$ cat config.mk
export PLATFORM = sky130hd
export DESIGN_NAME = pmb_mem_port
export DESIGN_NICKNAME = d
export VERILOG_FILES = /design/src/pmb_pkg.sv /design/src/pmb_mem_port.sv /design/src/pmb_strap_latch.sv
export SDC_FILE = /design/constraint.sdc
export NUM_CORES = 1
export LEC_CHECK = 0
export ABC_AREA = 1
export BUFFER_PORTS_ARGS = -buffer_cell sky130_fd_sc_hd__buf_2
export CAP_MARGIN = 30
export CORE_MARGIN = 5
export CORE_UTILIZATION = 45
export CTS_CLUSTER_DIAMETER = 150
export CTS_CLUSTER_SIZE = 16
export DETAILED_ROUTE_END_ITERATION = 8
export PLACE_DENSITY = 0.73
export SLEW_MARGIN = 40
export SYNTH_ARGS = -nofsm -noshare
export SYNTH_HDL_FRONTEND = slang
export SYNTH_SLANG_ARGS = --single-unit
$ cat constraint.sdc
create_clock -name clk_sys -period 2.43 [get_ports clk_sys]
set_input_delay 0.3645 -clock clk_sys [delete_from_list [all_inputs] [get_ports clk_sys]]
set_output_delay 0.3645 -clock clk_sys [all_outputs]
set_load 0.02 [all_outputs]
$ cat src/pmb_pkg.sv
// Purpose: shared constants and types of the program memory bus port
// Assumes: core clock of 40 MHz
// Notes:   pin positions, strap codes and access timing live here
package pmb_pkg;
  // -----------------------------------------------------------------
  // widths and pin positions
  // -----------------------------------------------------------------
  localparam int ADDR_W       = 16;            // byte address width
  localparam int DATA_W       = 8;             // memory data bus width
  localparam int UPPER_LSB    = 3;             // lowest upper address bit
  localparam int MODE_BIT     = 2;             // address bit with mode strap
  localparam int LOW_W        = 2;             // frequency strap width
  localparam int STRAP_W      = 4;             // internal_program_memory_select + mode + frequency
  localparam int STRAP_INTERNAL_PROGRAM_MEMORY_SELECT  = 3;             // strap vector position
  localparam int SYNC_STAGES  = 2;             // pin synchroniser depth

  // -----------------------------------------------------------------
  // strap codes
  // -----------------------------------------------------------------
  localparam logic [1:0] FREQ_24M    = 2'h0;   // 24 MHz
  localparam logic [1:0] FREQ_48M    = 2'h3;   // 48 MHz
  localparam logic       MODE_XTAL   = 1'h0;   // crystal, 24 MHz only
  localparam logic       MODE_EXTCLK = 1'h1;   // external clock source

  // -----------------------------------------------------------------
  // timing
  // -----------------------------------------------------------------
  localparam int CLK_PERIOD_NS  = 25;          // 40 MHz core clock
  localparam int ACCESS_TIME_NS = 100;         // least memory access time
  localparam int ACCESS_CYCLES  =
    (ACCESS_TIME_NS + CLK_PERIOD_NS - 1) / CLK_PERIOD_NS;
  // strobe covers access time plus the read data synchroniser
  localparam int STROBE_CYCLES  = ACCESS_CYCLES + SYNC_STAGES;

  // -----------------------------------------------------------------
  // access sequencer states
  // -----------------------------------------------------------------
  typedef enum logic [1:0] {
    PMB_IDLE,
    PMB_SETUP,
    PMB_STROBE,
    PMB_HOLD
  } pmb_state_e;
endpackage : pmb_pkg

$ cat src/pmb_mem_port.sv
// Purpose: external program memory port with address pin straps
// Assumes: cpu side and power bits run on clk_sys; pins are async
// Notes:   address bit 2 and low address drivers stay off until the straps are latched
//
// How it works
// external bus moves bytes only when select is 0
// upper and low address pins carry byte address
// address bit 2 is pulled-down mode strap in reset
// release latches mode, drops pull-down, drives pin
// mode 0 crystal 24 MHz, 1 external clock
// external mode floats bit 2 while sleeping
// crystal mode drives bit 2 like upper address
// low address bits are pulled-down frequency straps
// frequency 00 is 24, 11 is 48 MHz
// low bits strapped 1 float while sleeping
// program memory select latched at reset release
// active-low read strobe on each read
// active-low write strobe on each write
// chip enable active low, high during reset
// 48 MHz only counts in external clock mode
// latched straps stay fixed until next reset
`timescale 1ns/1ps
module pmb_mem_port #(
  parameter int STROBE_LEN = pmb_pkg::STROBE_CYCLES  // strobe cycles
) (
  input  wire logic                       clk_sys,
  input  wire logic                       rst_n,
  input  wire logic                       clk_en,
  // cpu side
  input  wire logic                       cpu_req,
  input  wire logic                       cpu_write,
  input  wire logic [pmb_pkg::ADDR_W-1:0] cpu_addr,
  input  wire logic [pmb_pkg::DATA_W-1:0] cpu_wdata,
  output logic                            cpu_ready,
  output logic                            cpu_done,
  output logic      [pmb_pkg::DATA_W-1:0] cpu_rdata,
  // power state bits
  input  wire logic                       cpu_idle,
  input  wire logic                       interrupt_two,
  input  wire logic                       clock_sel_sleep,
  // memory pins
  input  wire logic [pmb_pkg::DATA_W-1:0] prog_mem_data_bus_in,
  output logic      [pmb_pkg::DATA_W-1:0] prog_mem_data_bus_out,
  output logic                            prog_mem_data_bus_oe,
  output logic [pmb_pkg::ADDR_W-1:pmb_pkg::UPPER_LSB]
                                          prog_mem_upper_address,
  input  wire logic                       prog_mem_address_bit2_in,
  output logic                            prog_mem_address_bit2_out,
  output logic                            prog_mem_address_bit2_oe,
  input  wire logic [pmb_pkg::LOW_W-1:0]  prog_mem_low_address_in,
  output logic      [pmb_pkg::LOW_W-1:0]  prog_mem_low_address_out,
  output logic      [pmb_pkg::LOW_W-1:0]  prog_mem_low_address_oe,
  output logic                            strap_pulldown_en,
  input  wire logic                       general_pin_six_in,
  output logic                            select_pullup_en,
  output logic                            prog_mem_read_strobe_n,
  output logic                            prog_mem_write_strobe_n,
  output logic                            prog_mem_chip_enable_n,
  // latched strap status
  output logic                            internal_program_memory_select,
  output logic                            clock_mode_strap,
  output logic      [pmb_pkg::LOW_W-1:0]  clock_freq_strap,
  output logic                            ext_clock_48mhz,
  output logic                            freq_strap_reserved,
  output logic                            straps_valid
);
  // -----------------------------------------------------------------
  // declarations
  // -----------------------------------------------------------------
  localparam int CNT_W = $clog2(STROBE_LEN + 1);  // strobe counter width

  logic [pmb_pkg::STRAP_W-1:0] strap_pins;      // raw strap pins
  logic [pmb_pkg::STRAP_W-1:0] strap_value;     // latched straps
  logic                        strap_done;      // straps are latched
  logic                        sleep_cond;      // power-down condition
  pmb_pkg::pmb_state_e         state;           // access sequencer
  logic [CNT_W-1:0]            cnt;             // strobe cycle counter
  logic                        we;              // access is a write
  logic [pmb_pkg::ADDR_W-1:0]  addr;            // address register
  logic [pmb_pkg::DATA_W-1:0]  data_a;          // data sync, first stage
  logic [pmb_pkg::DATA_W-1:0]  data_b;          // data sync, second stage

  generate
    if (STROBE_LEN < 1 || STROBE_LEN >= (1 << 8)) begin : g_bad_len
      $error("pmb_mem_port: STROBE_LEN must be 1 to 255");
    end
  endgenerate

  // -----------------------------------------------------------------
  // strap capture
  // -----------------------------------------------------------------
  // mode and frequency pins are read back through the same pads the address drives
  assign strap_pins = {general_pin_six_in, prog_mem_address_bit2_in,
                       prog_mem_low_address_in};

  pmb_strap_latch #(
    .W           (pmb_pkg::STRAP_W)
  ) u_strap (
    .clk_sys     (clk_sys),
    .rst_n       (rst_n),
    .clk_en      (clk_en),
    .strap_pin   (strap_pins),
    .strap_value (strap_value),
    .strap_done  (strap_done)
  );

  // status views of the latched straps
  assign internal_program_memory_select =
    strap_value[pmb_pkg::STRAP_INTERNAL_PROGRAM_MEMORY_SELECT];
  assign clock_mode_strap = strap_value[pmb_pkg::MODE_BIT];
  assign clock_freq_strap = strap_value[pmb_pkg::LOW_W-1:0];
  assign straps_valid     = strap_done;
  // 48 MHz only with external clock, else assume 24 MHz crystal
  assign ext_clock_48mhz = (clock_mode_strap == pmb_pkg::MODE_EXTCLK) &&
                           (clock_freq_strap == pmb_pkg::FREQ_48M);

  // codes other than 00 and 11 are flagged, board must not use them
  assign freq_strap_reserved = strap_done &&
    (clock_freq_strap != pmb_pkg::FREQ_24M) &&
    (clock_freq_strap != pmb_pkg::FREQ_48M);

  // -----------------------------------------------------------------
  // pad control
  // -----------------------------------------------------------------
  assign sleep_cond = cpu_idle && !interrupt_two && clock_sel_sleep;

  // pulls on while straps are being sampled
  assign strap_pulldown_en = !strap_done;
  assign select_pullup_en  = !strap_done;

  // once straps are latched, bit 2 floats only in external clock mode while sleeping
  assign prog_mem_address_bit2_oe = strap_done &&
    !(clock_mode_strap && sleep_cond);
  assign prog_mem_address_bit2_out = addr[pmb_pkg::MODE_BIT];

  // each low bit strapped 1 floats while sleeping
  genvar gi;
  generate
    for (gi = 0; gi < pmb_pkg::LOW_W; gi++) begin : g_low
      assign prog_mem_low_address_oe[gi] = strap_done &&
        !(clock_freq_strap[gi] && sleep_cond);
      assign prog_mem_low_address_out[gi] = addr[gi];
    end
  endgenerate

  assign prog_mem_upper_address =
    addr[pmb_pkg::ADDR_W-1:pmb_pkg::UPPER_LSB];

  // chip enable low unless sleeping, high through reset
  assign prog_mem_chip_enable_n = !(strap_done && !sleep_cond);

  // -----------------------------------------------------------------
  // strobes and handshake
  // -----------------------------------------------------------------
  assign prog_mem_read_strobe_n =
    !((state == pmb_pkg::PMB_STROBE) && !we);
  assign prog_mem_write_strobe_n =
    !((state == pmb_pkg::PMB_STROBE) && we);
  assign prog_mem_data_bus_oe = we && (state != pmb_pkg::PMB_IDLE);
  // external bus serves only when internal memory is not selected
  assign cpu_ready = (state == pmb_pkg::PMB_IDLE) && strap_done &&
    !internal_program_memory_select && !sleep_cond;

  // -----------------------------------------------------------------
  // access sequencer
  // -----------------------------------------------------------------
  // setup one cycle, strobe STROBE_LEN cycles, hold one cycle
  always_ff @(posedge clk_sys or negedge rst_n) begin
    if (!rst_n) begin
      state <= pmb_pkg::PMB_IDLE;
      cnt   <= '0;
    end else if (clk_en) begin
      case (state)
        pmb_pkg::PMB_IDLE: begin
          if (cpu_req && cpu_ready) begin
            state <= pmb_pkg::PMB_SETUP;
          end
        end
        pmb_pkg::PMB_SETUP: begin
          state <= pmb_pkg::PMB_STROBE;
          cnt   <= CNT_W'(STROBE_LEN - 1);
        end
        pmb_pkg::PMB_STROBE: begin
          if (cnt == '0) begin
            state <= pmb_pkg::PMB_HOLD;
          end else begin
            cnt <= cnt - CNT_W'(1);
          end
        end
        default: begin                          // hold
          state <= pmb_pkg::PMB_IDLE;
        end
      endcase
    end
  end

  // address, direction and write data taken with the request
  always_ff @(posedge clk_sys or negedge rst_n) begin
    if (!rst_n) begin
      addr                  <= '0;
      we                    <= 1'h0;
      prog_mem_data_bus_out <= '0;
    end else if (clk_en && state == pmb_pkg::PMB_IDLE &&
                 cpu_req && cpu_ready) begin
      addr                  <= cpu_addr;
      we                    <= cpu_write;
      prog_mem_data_bus_out <= cpu_wdata;
    end
  end

  // read data pass two flip-flops before capture
  always_ff @(posedge clk_sys) begin
    if (clk_en) begin
      data_a <= prog_mem_data_bus_in;
      data_b <= data_a;
    end
  end

  // capture read data at end of strobe, pulse done in hold
  always_ff @(posedge clk_sys or negedge rst_n) begin
    if (!rst_n) begin
      cpu_rdata <= '0;
      cpu_done  <= 1'h0;
    end else if (clk_en) begin
      cpu_done <= (state == pmb_pkg::PMB_STROBE) && (cnt == '0);
      if (state == pmb_pkg::PMB_STROBE && cnt == '0 && !we) begin
        cpu_rdata <= data_b;
      end
    end
  end
endmodule : pmb_mem_port

$ cat src/pmb_strap_latch.sv
// Purpose: synchronise strap pins and latch them once after reset
// Assumes: pins are driven only by board pulls while reset is held
// Notes:   synchroniser has no reset so it tracks the pins during reset
`timescale 1ns/1ps
module pmb_strap_latch #(
  parameter int W = 4                           // number of straps
) (
  input  wire logic         clk_sys,            // core clock
  input  wire logic         rst_n,              // async reset, active low
  input  wire logic         clk_en,             // freezes state when low
  input  wire logic [W-1:0] strap_pin,          // raw strap pins
  output logic      [W-1:0] strap_value,        // latched strap values
  output logic              strap_done          // straps latched
);
  // -----------------------------------------------------------------
  // synchroniser and capture
  // -----------------------------------------------------------------
  logic [W-1:0] sync_a;                         // first stage, only to sync_b
  logic [W-1:0] sync_b;                         // second stage

  generate
    if (W < 1) begin : g_bad_w
      $error("pmb_strap_latch: W must be at least 1");
    end
  endgenerate

  // two flip-flops keep running while reset is held
  always_ff @(posedge clk_sys) begin
    if (clk_en) begin
      sync_a <= strap_pin;
      sync_b <= sync_a;
    end
  end

  // first enabled edge after release takes the straps and holds them
  always_ff @(posedge clk_sys or negedge rst_n) begin
    if (!rst_n) begin
      strap_value <= '0;
      strap_done  <= 1'h0;
    end else if (clk_en && !strap_done) begin
      strap_value <= sync_b;
      strap_done  <= 1'h1;
    end
  end
endmodule : pmb_strap_latch

### Word-level counts from Yosys, hierarchy flattened

Index checks and enable logic that the tools add are counted.
W data, S select, Z words.

| storage, ports and cells | value |
|---|---|
| input bits | 44 |
| bits in writable memories | 0 |
| output and inout port bits | 50 |
| memories | 0 |
| latch bits | 0 |
| logic and storage cells | 70 |
| bits in read-only memories | 0 |
| bits in registers | 68 |

| cells by class | value |
|---|---|
| reductions and logical operators | 44 |
| muxes and demuxes | 5 |
| order comparisons | 0 |
| div/mod/pow operators | 0 |
| bitwise operators | 0 |
| eq/ne operators | 7 |
| multipliers | 0 |
| shift operators | 0 |
| add/sub/neg operators | 1 |

Operators with widths:

| kind | count |
|---|---|
| $logic_and A1 B1 Y1 | 25 |
| $logic_not A1 Y1 | 11 |
| $pmux W2 S3 | 1 |
| $pmux W3 S2 | 1 |
| $reduce_and A3 Y1 | 2 |
| $reduce_bool A2 Y1 | 3 |
| $eq A2 B2 Y1 const B | 2 |
| $mux W2 | 2 |
| $ne A2 B1 Y1 const B | 2 |
| $ne A2 B2 Y1 const B | 2 |
| $logic_not A3 Y1 | 1 |
| $mux W3 | 1 |
| $sub A3 B1 Y3 const B | 1 |
| $eq A2 B1 Y1 const B | 1 |
| $logic_not A2 Y1 | 1 |
| $reduce_and A2 Y1 | 1 |

### Longest topological paths before layout

Gate-level depths: netlist (run 1).

| depth | value |
|---|---|
| word-level depth | 8 |
| depth in mapped cells | 9 |
| depth with buffers taken out | 9 |

### Cells and area by module

Synthesis (run 1) repeated with hierarchy kept, for this count alone.

| unflattened totals | value |
|---|---|
| cells, all modules | 247 |
| area, all modules | 2692.6 sq um |

By module, submodules not included:

| module | seq. area each (sq um) | times used | area an instance (sq um) | cells an instance |
|---|---|---|---|---|
| pmb_mem_port | 1456.4 | 1 | 2263.4 | 219 |
| pmb_strap_latch | 365.4 | 1 | 429.2 | 28 |

### Worst setup path before layout (run 1)

No wires, ideal clock.

| path | value |
|---|---|
| kind | register -> output |
| start | register u_strap.strap_done |
| end | output prog_mem_low_address_oe[0] (netlist name) |
| cell stages (with the launch flop) | 3 |
| setup slack | 0.817 ns |
| buffers on the path | 0 |
| required time | 2.066 ns |
| arrival | 1.248 ns |
| cells stage by stage | dfrtp_1 > inv_1 > o21ai_0 |

| on the way | value |
|---|---|
| cells in the longest elaborated chain, start to end | 1 |

RTL lines:

| what | line | text |
|---|---|---|
| start, declared | pmb_strap_latch.sv:13 | `output logic strap_done` |
| start signal, assigned | pmb_strap_latch.sv:39 | `strap_done <= 1'h0;` |
| start signal, assigned | pmb_strap_latch.sv:42 | `strap_done <= 1'h1;` |
| $logic_and A1 B1 Y1 | pmb_mem_port.sv:140 | `assign prog_mem_low_address_oe[gi] = strap_done &&` |
| end, declared | pmb_mem_port.sv:52 | `output logic [pmb_pkg::LOW_W-1:0] prog_mem_low_address_oe,` |

Every way passes these cells.

### Worst setup path in the final report (run 1)

| path | value |
|---|---|
| start | register state[0] |
| end | output cpu_ready |

| on the way | value |
|---|---|
| cells in the longest elaborated chain, start to end | 4 |

RTL lines:

| what | line | text |
|---|---|---|
| start, declared | pmb_mem_port.sv:76 | `pmb_pkg::pmb_state_e state;` |
| start signal, assigned | pmb_mem_port.sv:170 | `state <= pmb_pkg::PMB_IDLE;` |
| start signal, assigned | pmb_mem_port.sv:176 | `state <= pmb_pkg::PMB_SETUP;` |
| start signal, assigned | pmb_mem_port.sv:180 | `state <= pmb_pkg::PMB_STROBE;` |
| $logic_not A2 Y1 | pmb_mem_port.sv:161 | `assign cpu_ready = (state == pmb_pkg::PMB_IDLE) && strap_done &&` |
| $logic_and A1 B1 Y1 (2 in series) | pmb_mem_port.sv:161 |  |
| $logic_and A1 B1 Y1 | pmb_mem_port.sv:162 | `!internal_program_memory_select && !sleep_cond;` |
| end, declared | pmb_mem_port.sv:34 | `output logic cpu_ready,` |

Every way passes these cells.

==> flow_metrics.tcl, run 1 <==
set metrics [dict create \
    outcome "completed" \
    core_sq_mm 0.005956 \
    cp-start-kind "flop" \
    drc 0 \
    clk_latency_ns 0.34 \
    cts_buffers 9 \
    hpwl_microns 4112 \
    cp.required_ns 2.07 \
    reg2regPathDepth 8 \
    seqCellArea_sq_mm 0.001822 \
    final_area_sq_mm 0.003511 \
    die_area_sq_mm 0.007860 \
    wire_per_inst_microns 13.17 \
    antenna_found_initial 0 \
    synth_area_per_cell_sq_um 11.60 \
    reg2reg_setup_slack_ns 0.61 \
    drv_slew 0 \
    finClkSkew_ns 0.009507 \
    wl_met3_microns 323 \
    crit_chain "inv_1 -> ha_1 -> nand2_2 -> nor2_4 -> and2_2 -> buf_2" \
    htree_levels 3 \
    postCtsHoldBufs 0 \
    drive_gt1_share_pct 42.49 \
    timing.rr.start "state[0]" \
    clk_pin_slew_ns 0.07 \
    ys_seq_area_share_pct 65.44 \
    cts_root_buffer "clkbuf_8" \
    crit_type "reg -> out" \
    first_pass_iters 4 \
    routed_wirelength_microns 5546 \
    yosysUniqueCellTypes 21 \
    top_layer "met4" \
    fin_setup_tns_ns 0 \
    track_usage_pct 14.88 \
    max_cap_violations 0 \
    grt_pass1_wl_microns 8852 \
    critPathBufInv 2 \
    die_height_microns 88.66 \
    grt_overflow_total 0 \
    chipWidth_microns 88.66 \
    rsz0062_at_grt "false" \
    vias 1926 \
    start_util_pct 46.74 \
    wl_met1_microns 2208 \
    final_cell_mix "93 x buf_2, 56 x nand2_1, 44 x dfrtp_1" \
    wl_met2_microns 2954 \
    postCtsSetupBuffers 0 \
    min_period_ns 1.933 \
    fmax_mhz 517.3 \
    synth_nets 289 \
    cpPeakStageDelay_ns 0.40 \
    clockBufferDepth 2 \
    multiInputGateArea_sq_um 759.5 \
    power.density_mw_per_mm2 1133 \
    dpl_cell_area_sq_mm 0.003298 \
    crit_slowest_cell "dfrtp_1" \
    final_nets 390 \
    worstPathArrival_ns 1.57 \
    grt_pass1_vias 1908 \
    hold_violations 0 \
    cts_resized 0 \
    yosysWarnings 0 \
    cts.sinks 68 \
    path_delay_family "flip-flops" \
    tightestPinTransition_ns 0.5904 \
    gp_congestion 0.8067 \
    viasPerCell 4.575 \
    vdd_drop_max_v 0.0004735 \
    syn_area_sq_mm 0.002784 \
    drt-initial-drc-count 92 \
    timing.rr.end "prog_mem_data_bus_out[6]" \
    final-setup-viol-count 0 \
    grt_max_degree 51 \
    max_slew_margin_pct 60.64 \
    portBuffers 93 \
    synth_seq_cells 68 \
    critPathMaxFanout 4 \
    leakage_nw 1.855 \
    num_io_pins 94 \
    mostFrequentLayoutCell "buf_2" \
    syn2layout_area_growth_pct 26.11 \
    worstHoldPathType "in -> async" \
    antenna_left 0 \
    core.rowCount 28 \
    fin_crit_sh_pct 79.55 \
    synth_cells 240 \
    cts_tree "built" \
    nFillCells 553 \
    critPathCaptureType "primary output" \
    n_antenna_cell 0 \
]
[state kept, by name (all words and copies together) (netlist names)]
signal                 count
addr                      16
cnt                        3
cpu_done                   1
cpu_rdata                  8
data_a                     8
data_b                     8
prog_mem_data_bus_out      8
state                      2
u_strap.strap_done         1
u_strap.strap_value        4
u_strap.sync_a             4
u_strap.sync_b             4
we                         1
[cell families after synthesis]
logic type	after synthesis	synth area share, %
muxes	3	1.213
buffers and inverters	43	7.281
adders and majority gates	5	2.247
DFF	68	65.44
AOI/OAI and AO/OA	36	9.843
and+or+nand+nor	84	13.66
xor gates and xnor gates	1	0.3147
[synthesized netlist by cell type]
master	n	share of area (%)
buf_4	1	0.27
inv_2	1	0.13
nand2_1	56	7.6
a21oi_1	4	0.72
nand2_4	1	0.40
nor2_4	2	0.81
dfrtp_1	44	40
nand3_1	15	2.7
clkbuf_1	1	0.13
mux2_2	3	1.2
buf_6	5	2.0
nand2_2	1	0.22
and2_2	1	0.27
o21ai_2	25	7.9
ha_1	5	2.2
xor2_1	1	0.31
nor2_1	7	0.94
edfxtp_1	24	26
nand4_4	1	0.76
inv_1	35	4.7
o21ai_0	7	1.3
[worst max path at each step]
stage                            start                    endpoint  cells after the start
floorplan           u_strap.strap_done  prog_mem_low_address_oe[0]                      2
global placement              state[0]                          we                      7
detailed placement            state[1]    prog_mem_data_bus_out[6]                      7
CTS                           state[0]                    addr[12]                      7
global route                  state[0]                   cpu_ready                      6
finish                        state[0]                   cpu_ready                      6
[metrics by stage]
stage	utilization, %	total power [W]	hold WS (ns)	cells	worst slack, ns
after floorplan	-	0.002646	0.06891	240	0.8173
after global placement	55.38	0.003059	0.4006	404	0.4501
after detailed placement	55.38	0.003121	0.4056	404	0.3420
after CTS	58.61	0.004025	0.03986	420	0.3286
after global routing	58.95	0.004234	0.07209	421	0.4027
final	58.95	0.003977	0.02424	421	0.4969
[routing by layer]
metal  GRT usage (%)  vias up
li1                -      971
met1           17.50      904
met2           25.24       46
met3           4.655        5
met4           6.044        0
met5               0        -
[layout make-up]
cell class	count	share of cell area, %
repair buffers	97	14.47
flip-flops and latches	68	51.89
well taps	75	2.673
clock inverters	6	1.853
inverters	36	3.849
clock buffers	10	3.635
multi-input cells	129	21.63
[power breakdown]
group / total [W] / switching [W] / internal, W
clock network: 0.000895 / 0.000421 / 0.000474
registers: 0.00168 / 0.000173 / 0.00151
logic: 0.00140 / 0.000905 / 0.000493
total: 0.00398 / 0.00150 / 0.00248
Power figures use the tool's default switching activity.
==> run 2: changes to the inputs <==
--- a/config.mk
+++ b/config.mk
@@ -13,7 +13,7 @@
 export CTS_CLUSTER_DIAMETER = 150
 export CTS_CLUSTER_SIZE = 16
 export DETAILED_ROUTE_END_ITERATION = 8
-export PLACE_DENSITY = 0.73
+export PLACE_DENSITY = 0.76
 export SLEW_MARGIN = 40
 export SYNTH_ARGS = -nofsm -noshare
 export SYNTH_HDL_FRONTEND = slang
==> constraint.sdc (replaced) <==
create_clock -name clk_sys -period 1.7 [get_ports clk_sys]
set_input_delay 0.255 -clock clk_sys [delete_from_list [all_inputs] [get_ports clk_sys]]
set_output_delay 0.255 -clock clk_sys [all_outputs]
set_load 0.02 [all_outputs]
==> run 2 against run 1 <==
  * The run now ends with negative hold slack left
  * Sequential share of layout area down 0.39 points
  * Utilization up 0.44 points
  * Clock-buffer cell count unchanged
  * First-iteration DRC count up 23%
  * Via count up 0.42%
  * Wire length down 0.78%
  * Critical path depth down 2
  * Total power up 43%
  * Clock skew about the same
  * Highest routed layer unchanged
==> flow_metrics.tcl, run 2 (synthesis gave the netlist of run 1 again) <==
set metrics [dict create \
    outcome "finished, violations left" \
    violations "negative hold slack" \
    worstPathArrival_ns 1.37 \
    core.rowCount 28 \
    cp-start-kind "flop" \
    mostFrequentLayoutCell "buf_2" \
    final_cell_mix "92 x buf_2, 56 x nand2_1, 44 x dfrtp_1" \
    timing.rr.end "cpu_rdata[4]" \
    track_usage_pct 14.38 \
    critPathCaptureType "primary output" \
    drc 0 \
    max_slew_margin_pct 62.71 \
    whs_ns -0.001578 \
    grt_pass1_wl_microns 8631 \
    cts_root_buffer "clkbuf_8" \
    clockBufferDepth 2 \
    cts_tree "built" \
    final-setup-viol-count 0 \
    dp.cells 405 \
    final_area_sq_mm 0.003537 \
    htree_levels 3 \
    first_pass_iters 4 \
    final_nets 394 \
    chipWidth_microns 88.66 \
    dpl_cell_area_sq_mm 0.003318 \
    routed_wirelength_microns 5503 \
    fin_crit_sh_pct 95.35 \
    drive_gt1_share_pct 44.00 \
    reg2regPathDepth 7 \
    rsz0062_at_grt "false" \
    place_ws_ns 0.1517 \
    critPathMaxFanout 5 \
    worstHoldPathType "in -> async" \
    num_io_pins 94 \
    layout_setup_ws_ns 0.07910 \
    fin_setup_tns_ns 0 \
    timing.rr.start "state[1]" \
    fmax_mhz 616.9 \
    clk_pin_slew_ns 0.08 \
    max_cap_violations 0 \
    hpwl_microns 3965 \
    viasPerCell 4.551 \
    portBuffers 93 \
    crit_chain "buf_4 -> ha_1 -> nand2_1 -> buf_2" \
    grt_max_degree 51 \
    cp-startpoint "state[1]" \
    grt_overflow_total 0 \
    n_antenna_cell 0 \
    largest-register "addr" \
    crit_slowest_cell "dfrtp_1" \
    finClkSkew_ns 0.009991 \
    hold_violations 5 \
    die_height_microns 88.66 \
    worstSetupEndpoint "prog_mem_read_strobe_n" \
    gp_congestion 0.8063 \
    cpPeakStageDelay_ns 0.40 \
    leakage_nw 1.859 \
    core_sq_mm 0.005956 \
    antenna_found_initial 0 \
    start_util_pct 46.74 \
    vdd_drop_max_v 0.0006525 \
    reg2reg_setup_slack_ns 0.22 \
    grt_pass1_vias 1912 \
    crit_type "reg -> out" \
    power.density_mw_per_mm2 1612 \
    cp.required_ns 1.44 \
    vias 1934 \
    syn2layout_area_growth_pct 27.06 \
    cts_buffers 9 \
    min_period_ns 1.621 \
    largest_reg_flops 16 \
    antenna_left 0 \
    drv_slew 0 \
    tightestPinTransition_ns 0.5594 \
    die_area_sq_mm 0.007860 \
    final_cells 425 \
    cts.sinks 68 \
    drt-initial-drc-count 113 \
    wire_per_inst_microns 12.95 \
    clk_latency_ns 0.33 \
    final_util_pct 59.39 \
]
run 2: changes by cell type in the layout (fill, tap and decap cells not counted), sizes merged:
| cell | previous run | this run |
|---|---|---|
| clkinv | 4 | 2 |
| bufinv | 1 | 0 |
| buf | 97 | 101 |
| clkinvlp | 1 | 3 |
| inv | 36 | 37 |
run 2: worst min path at each step:
stage / from / endpoint / depth (start not counted)
floorplan: rst_n / addr[0] / 0
global placement: rst_n / addr[10] / 2
detailed placement: rst_n / addr[10] / 2
CTS: rst_n / addr[8] / 2
global route: rst_n / addr[8] / 2
finish: rst_n / addr[11] / 2
run 2: metrics by stage:
step,hold slack [ns],total power (W)
floorplan,-0.04059,0.003782
detailed placement,0.3754,0.004468
finish,-0.001578,0.005701
CTS,0.01029,0.005741
global placement,0.3646,0.004397
global route,0.03800,0.006085
run 2: critical path, delay by kind of cell (launching register included):
family / cells / cell delay [ns]
simple gates: 1 / 0.09
buf+inv: 2 / 0.31
fa+ha+maj: 1 / 0.23
flops: 1 / 0.40
run 2: final cells by class:
type | count | area (sq um)
flip-flops and latches | 68 | 1822
multi-input cells | 129 | 773.2
clock buffers | 10 | 127.6
fillers | 523 | 2419
well taps | 75 | 93.84
inverters | 36 | 135.1
clock inverters | 6 | 41.29
repair buffers | 101 | 544.3
run 2: timing repair:
| action | CTS | global route |
|---|---|---|
| endpoints found under the hold margin | 0 | 0 |
| resized for setup | 4 | 3 |
| hold buffers | 0 | 0 |
| pin swaps | 1 | 2 |
| buffers inserted | 3 | 1 |
| endpoints found under the setup margin | 1 | 1 |
run 2: per-layer routing:
layer	up-vias	global-route usage (%)	routed length (microns)
met3	7	3.724	312
met2	48	25.37	2990
met1	900	16.57	2137
met5	-	0	0
met4	0	5.769	63
li1	979	-	-
run 2: power breakdown:
part	total (W)	switching, W	internal [W]
registers	0.00240	0.000237	0.00216
clock network	0.00115	0.000624	0.000529
logic	0.00215	0.00132	0.000827
total	0.00570	0.00219	0.00352
==> run 3: changes to the inputs <==
--- a/config.mk
+++ b/config.mk
@@ -13,7 +13,8 @@
 export CTS_CLUSTER_DIAMETER = 150
 export CTS_CLUSTER_SIZE = 16
 export DETAILED_ROUTE_END_ITERATION = 8
-export PLACE_DENSITY = 0.76
+export PLACE_DENSITY = 0.73
+export REMOVE_ABC_BUFFERS = 1
 export SLEW_MARGIN = 40
 export SYNTH_ARGS = -nofsm -noshare
 export SYNTH_HDL_FRONTEND = slang
==> constraint.sdc (replaced) <==
create_clock -name clk_sys -period 1.6 [get_ports clk_sys]
set_input_delay 0.24 -clock clk_sys [delete_from_list [all_inputs] [get_ports clk_sys]]
set_output_delay 0.24 -clock clk_sys [all_outputs]
set_load 0.02 [all_outputs]
==> run 3 against run 2 <==
  * The flow finishes with violations (negative setup slack)
  * Register-to-register slack worse by 0.15 ns
  * Clock skew is essentially flat
  * Sequential power rose by 8%
  * Non-clock buffer count rose by 7
  * Clock power increased by 39%
  * Combinational power up 18%
  * Sequential cell count unchanged
  * Wire length up 6.2%
  * Total power up 18%
  * Setup slack lost 0.095 ns
  * Hold slack improved by 0.088 ns
  * Highest routed layer unchanged
==> flow_metrics.tcl, run 3 (synthesis gave the netlist of run 1 again) <==
set metrics [dict create \
    outcome "finished, violations left" \
    violations "negative setup slack" \
    n_antenna_cell 0 \
    timing.rr.end "addr[2]" \
    layout_setup_ws_ns -0.01573 \
    core_sq_mm 0.005956 \
    critPathCaptureType "primary output" \
    viasPerCell 4.644 \
    grt-busiest-layer "met2" \
    portBuffers 93 \
    largest_reg_flops 16 \
    leakage_nw 1.948 \
    tightestPinTransition_ns 0.3197 \
    routed_wirelength_microns 5844 \
    wire_per_inst_microns 13.53 \
    timing.rr.start "state[1]" \
    crit_chain "inv_2 -> ha_4 -> nand2_4 -> nor2_4 -> and2_4 -> buf_6" \
    core.rowCount 28 \
    clockPowerShare_pct 23.8 \
    grt.met1_usage_pct 18.97 \
    start_util_pct 46.74 \
    worstHoldPathType "in -> reg" \
    global_route.usage.met2_pct 24.43 \
    cts.sinks 68 \
    reg2reg_setup_slack_ns 0.07 \
    grt_overflow_total 0 \
    cpPeakStageDelay_ns 0.44 \
    die_area_sq_mm 0.007860 \
    drc 0 \
    largest-register "addr" \
    crit_type "reg -> out" \
    die_height_microns 88.66 \
    hold_violations 0 \
    final_nets 401 \
    clockBufferDepth 2 \
    clk_pin_slew_ns 0.08 \
    power.density_mw_per_mm2 1788 \
    use_met3_pct 3.538 \
    cp.required_ns 1.36 \
    cp-startpoint "state[1]" \
    worstSetupEndpoint "cpu_ready" \
    drv_slew 0 \
    max_slew_margin_pct 78.69 \
    cts_buffers 9 \
    first_pass_iters 4 \
    syn2layout_area_growth_pct 34.83 \
    crit_slowest_cell "dfrtp_1" \
    final-setup-viol-count 1 \
    antenna_found_initial 0 \
    htree_levels 3 \
    pwr-share-seq_pct 38.5 \
    worstPathArrival_ns 1.38 \
    final_cell_mix "89 x buf_2, 51 x nand2_1, 43 x dfrtp_1" \
    vias 2006 \
    critPathBufInv 2 \
    track_usage_pct 15.13 \
    finClkSkew_ns 0.009502 \
    grt_pass1_vias 1993 \
    path_depth 6 \
    grt_pass1_wl_microns 9073 \
    mostFrequentLayoutCell "buf_2" \
    max_cap_violations 0 \
    comb_power_share_pct 37.7 \
    fmax_mhz 618.9 \
    fin_setup_tns_ns -0.01573 \
    drt-initial-drc-count 90 \
    vdd_drop_max_v 0.0009774 \
    hpwl_microns 4050 \
    reg2regPathDepth 8 \
    power.switching_w 0.002422 \
    fin_crit_sh_pct 101.0 \
    chipWidth_microns 88.66 \
    path_delay_family "flip-flops" \
    antenna_left 0 \
    num_io_pins 94 \
    drive_gt1_share_pct 47.62 \
    grt_max_degree 49 \
    clk_latency_ns 0.32 \
    rsz0062_at_grt "true" \
    switching_share_pct 36.08 \
    place_ws_ns 0.05833 \
    min_period_ns 1.616 \
    cts_root_buffer "clkbuf_8" \
    critPathMaxFanout 3 \
    p_int_w 0.004290 \
    cp-start-kind "flop" \
    gp_congestion 0.7301 \
    cts_tree "built" \
]
==> run 3: changes by cell type in the layout (fill, tap and decap cells not counted), moves of 2 or more <==
cell,delta
nand2_1,-5
buf_4,+3
nand2_2,+4
buf_2,-3
buf_6,+4
clkinv_2,-2
clkbuf_8,+2
bufinv_16,+2
==> run 3: layout make-up <==
class	count	area, sq um
fill	498	2202
sequential	68	1823
multi-input combinational	129	810.8
timing repair buffer	108	651.9
clock buffer	11	151.4
inverter	36	138.9
tap	75	93.84
clock inverter	5	83.83
==> run 3: per-stage QoR <==
stage | util, % | power (W) | std cells | hold slack [ns] | cell area, sq um
6_report | 63.03 | 0.006712 | 432 | 0.08631 | 3754
5_1_grt | 63.03 | 0.007165 | 432 | 0.05606 | 3754
4_1_cts | 61.22 | 0.006541 | 428 | 0.06993 | 3646
3_5_place_dp | 56.18 | 0.004764 | 407 | 0.1499 | 3346
3_3_place_gp | 56.18 | 0.004683 | 407 | 0.1507 | 3346
2_1_floorplan | - | 0.003967 | 233 | -0.05559 | 2716
==> run 3: worst min-delay path by stage <==
stage	start	to	cells after the start
after floorplan	rst_n	addr[0]	0
after global placement	rst_n	addr[0]	1
after detailed placement	rst_n	addr[0]	1
after CTS	prog_mem_data_bus_in[4]	data_a[4]	1
after global routing	prog_mem_data_bus_in[4]	data_a[4]	1
final	prog_mem_data_bus_in[7]	data_a[7]	1
==> run 3: routing by layer <==
metal / vias to the layer above / routed length [microns]
met1: 950 / 2315
met3: 4 / 289
met2: 53 / 3182
met5: - / 0
met4: 0 / 56
li1: 999 / -
==> run 3: power by group through the flow <==
stage               sequential (W)  combinational (W)  clock (W)
global route               0.00265            0.00278    0.00174
CTS                        0.00256            0.00234    0.00164
finish                     0.00258            0.00253    0.00160
detailed placement         0.00259            0.00217          0
floorplan                  0.00303           0.000934          0
global placement           0.00258            0.00210          0
==> run 3: what timing repair did <==
item | 4_1_cts | 5_1_grt
gates resized for setup | 9 | 17
setup endpoints to repair | 3 | 16
hold endpoints to repair | 11 | 0
hold buffers | 1 | 0
pin swaps | 2 | 2
cloned | 0 | 1
buffers inserted | 4 | 3
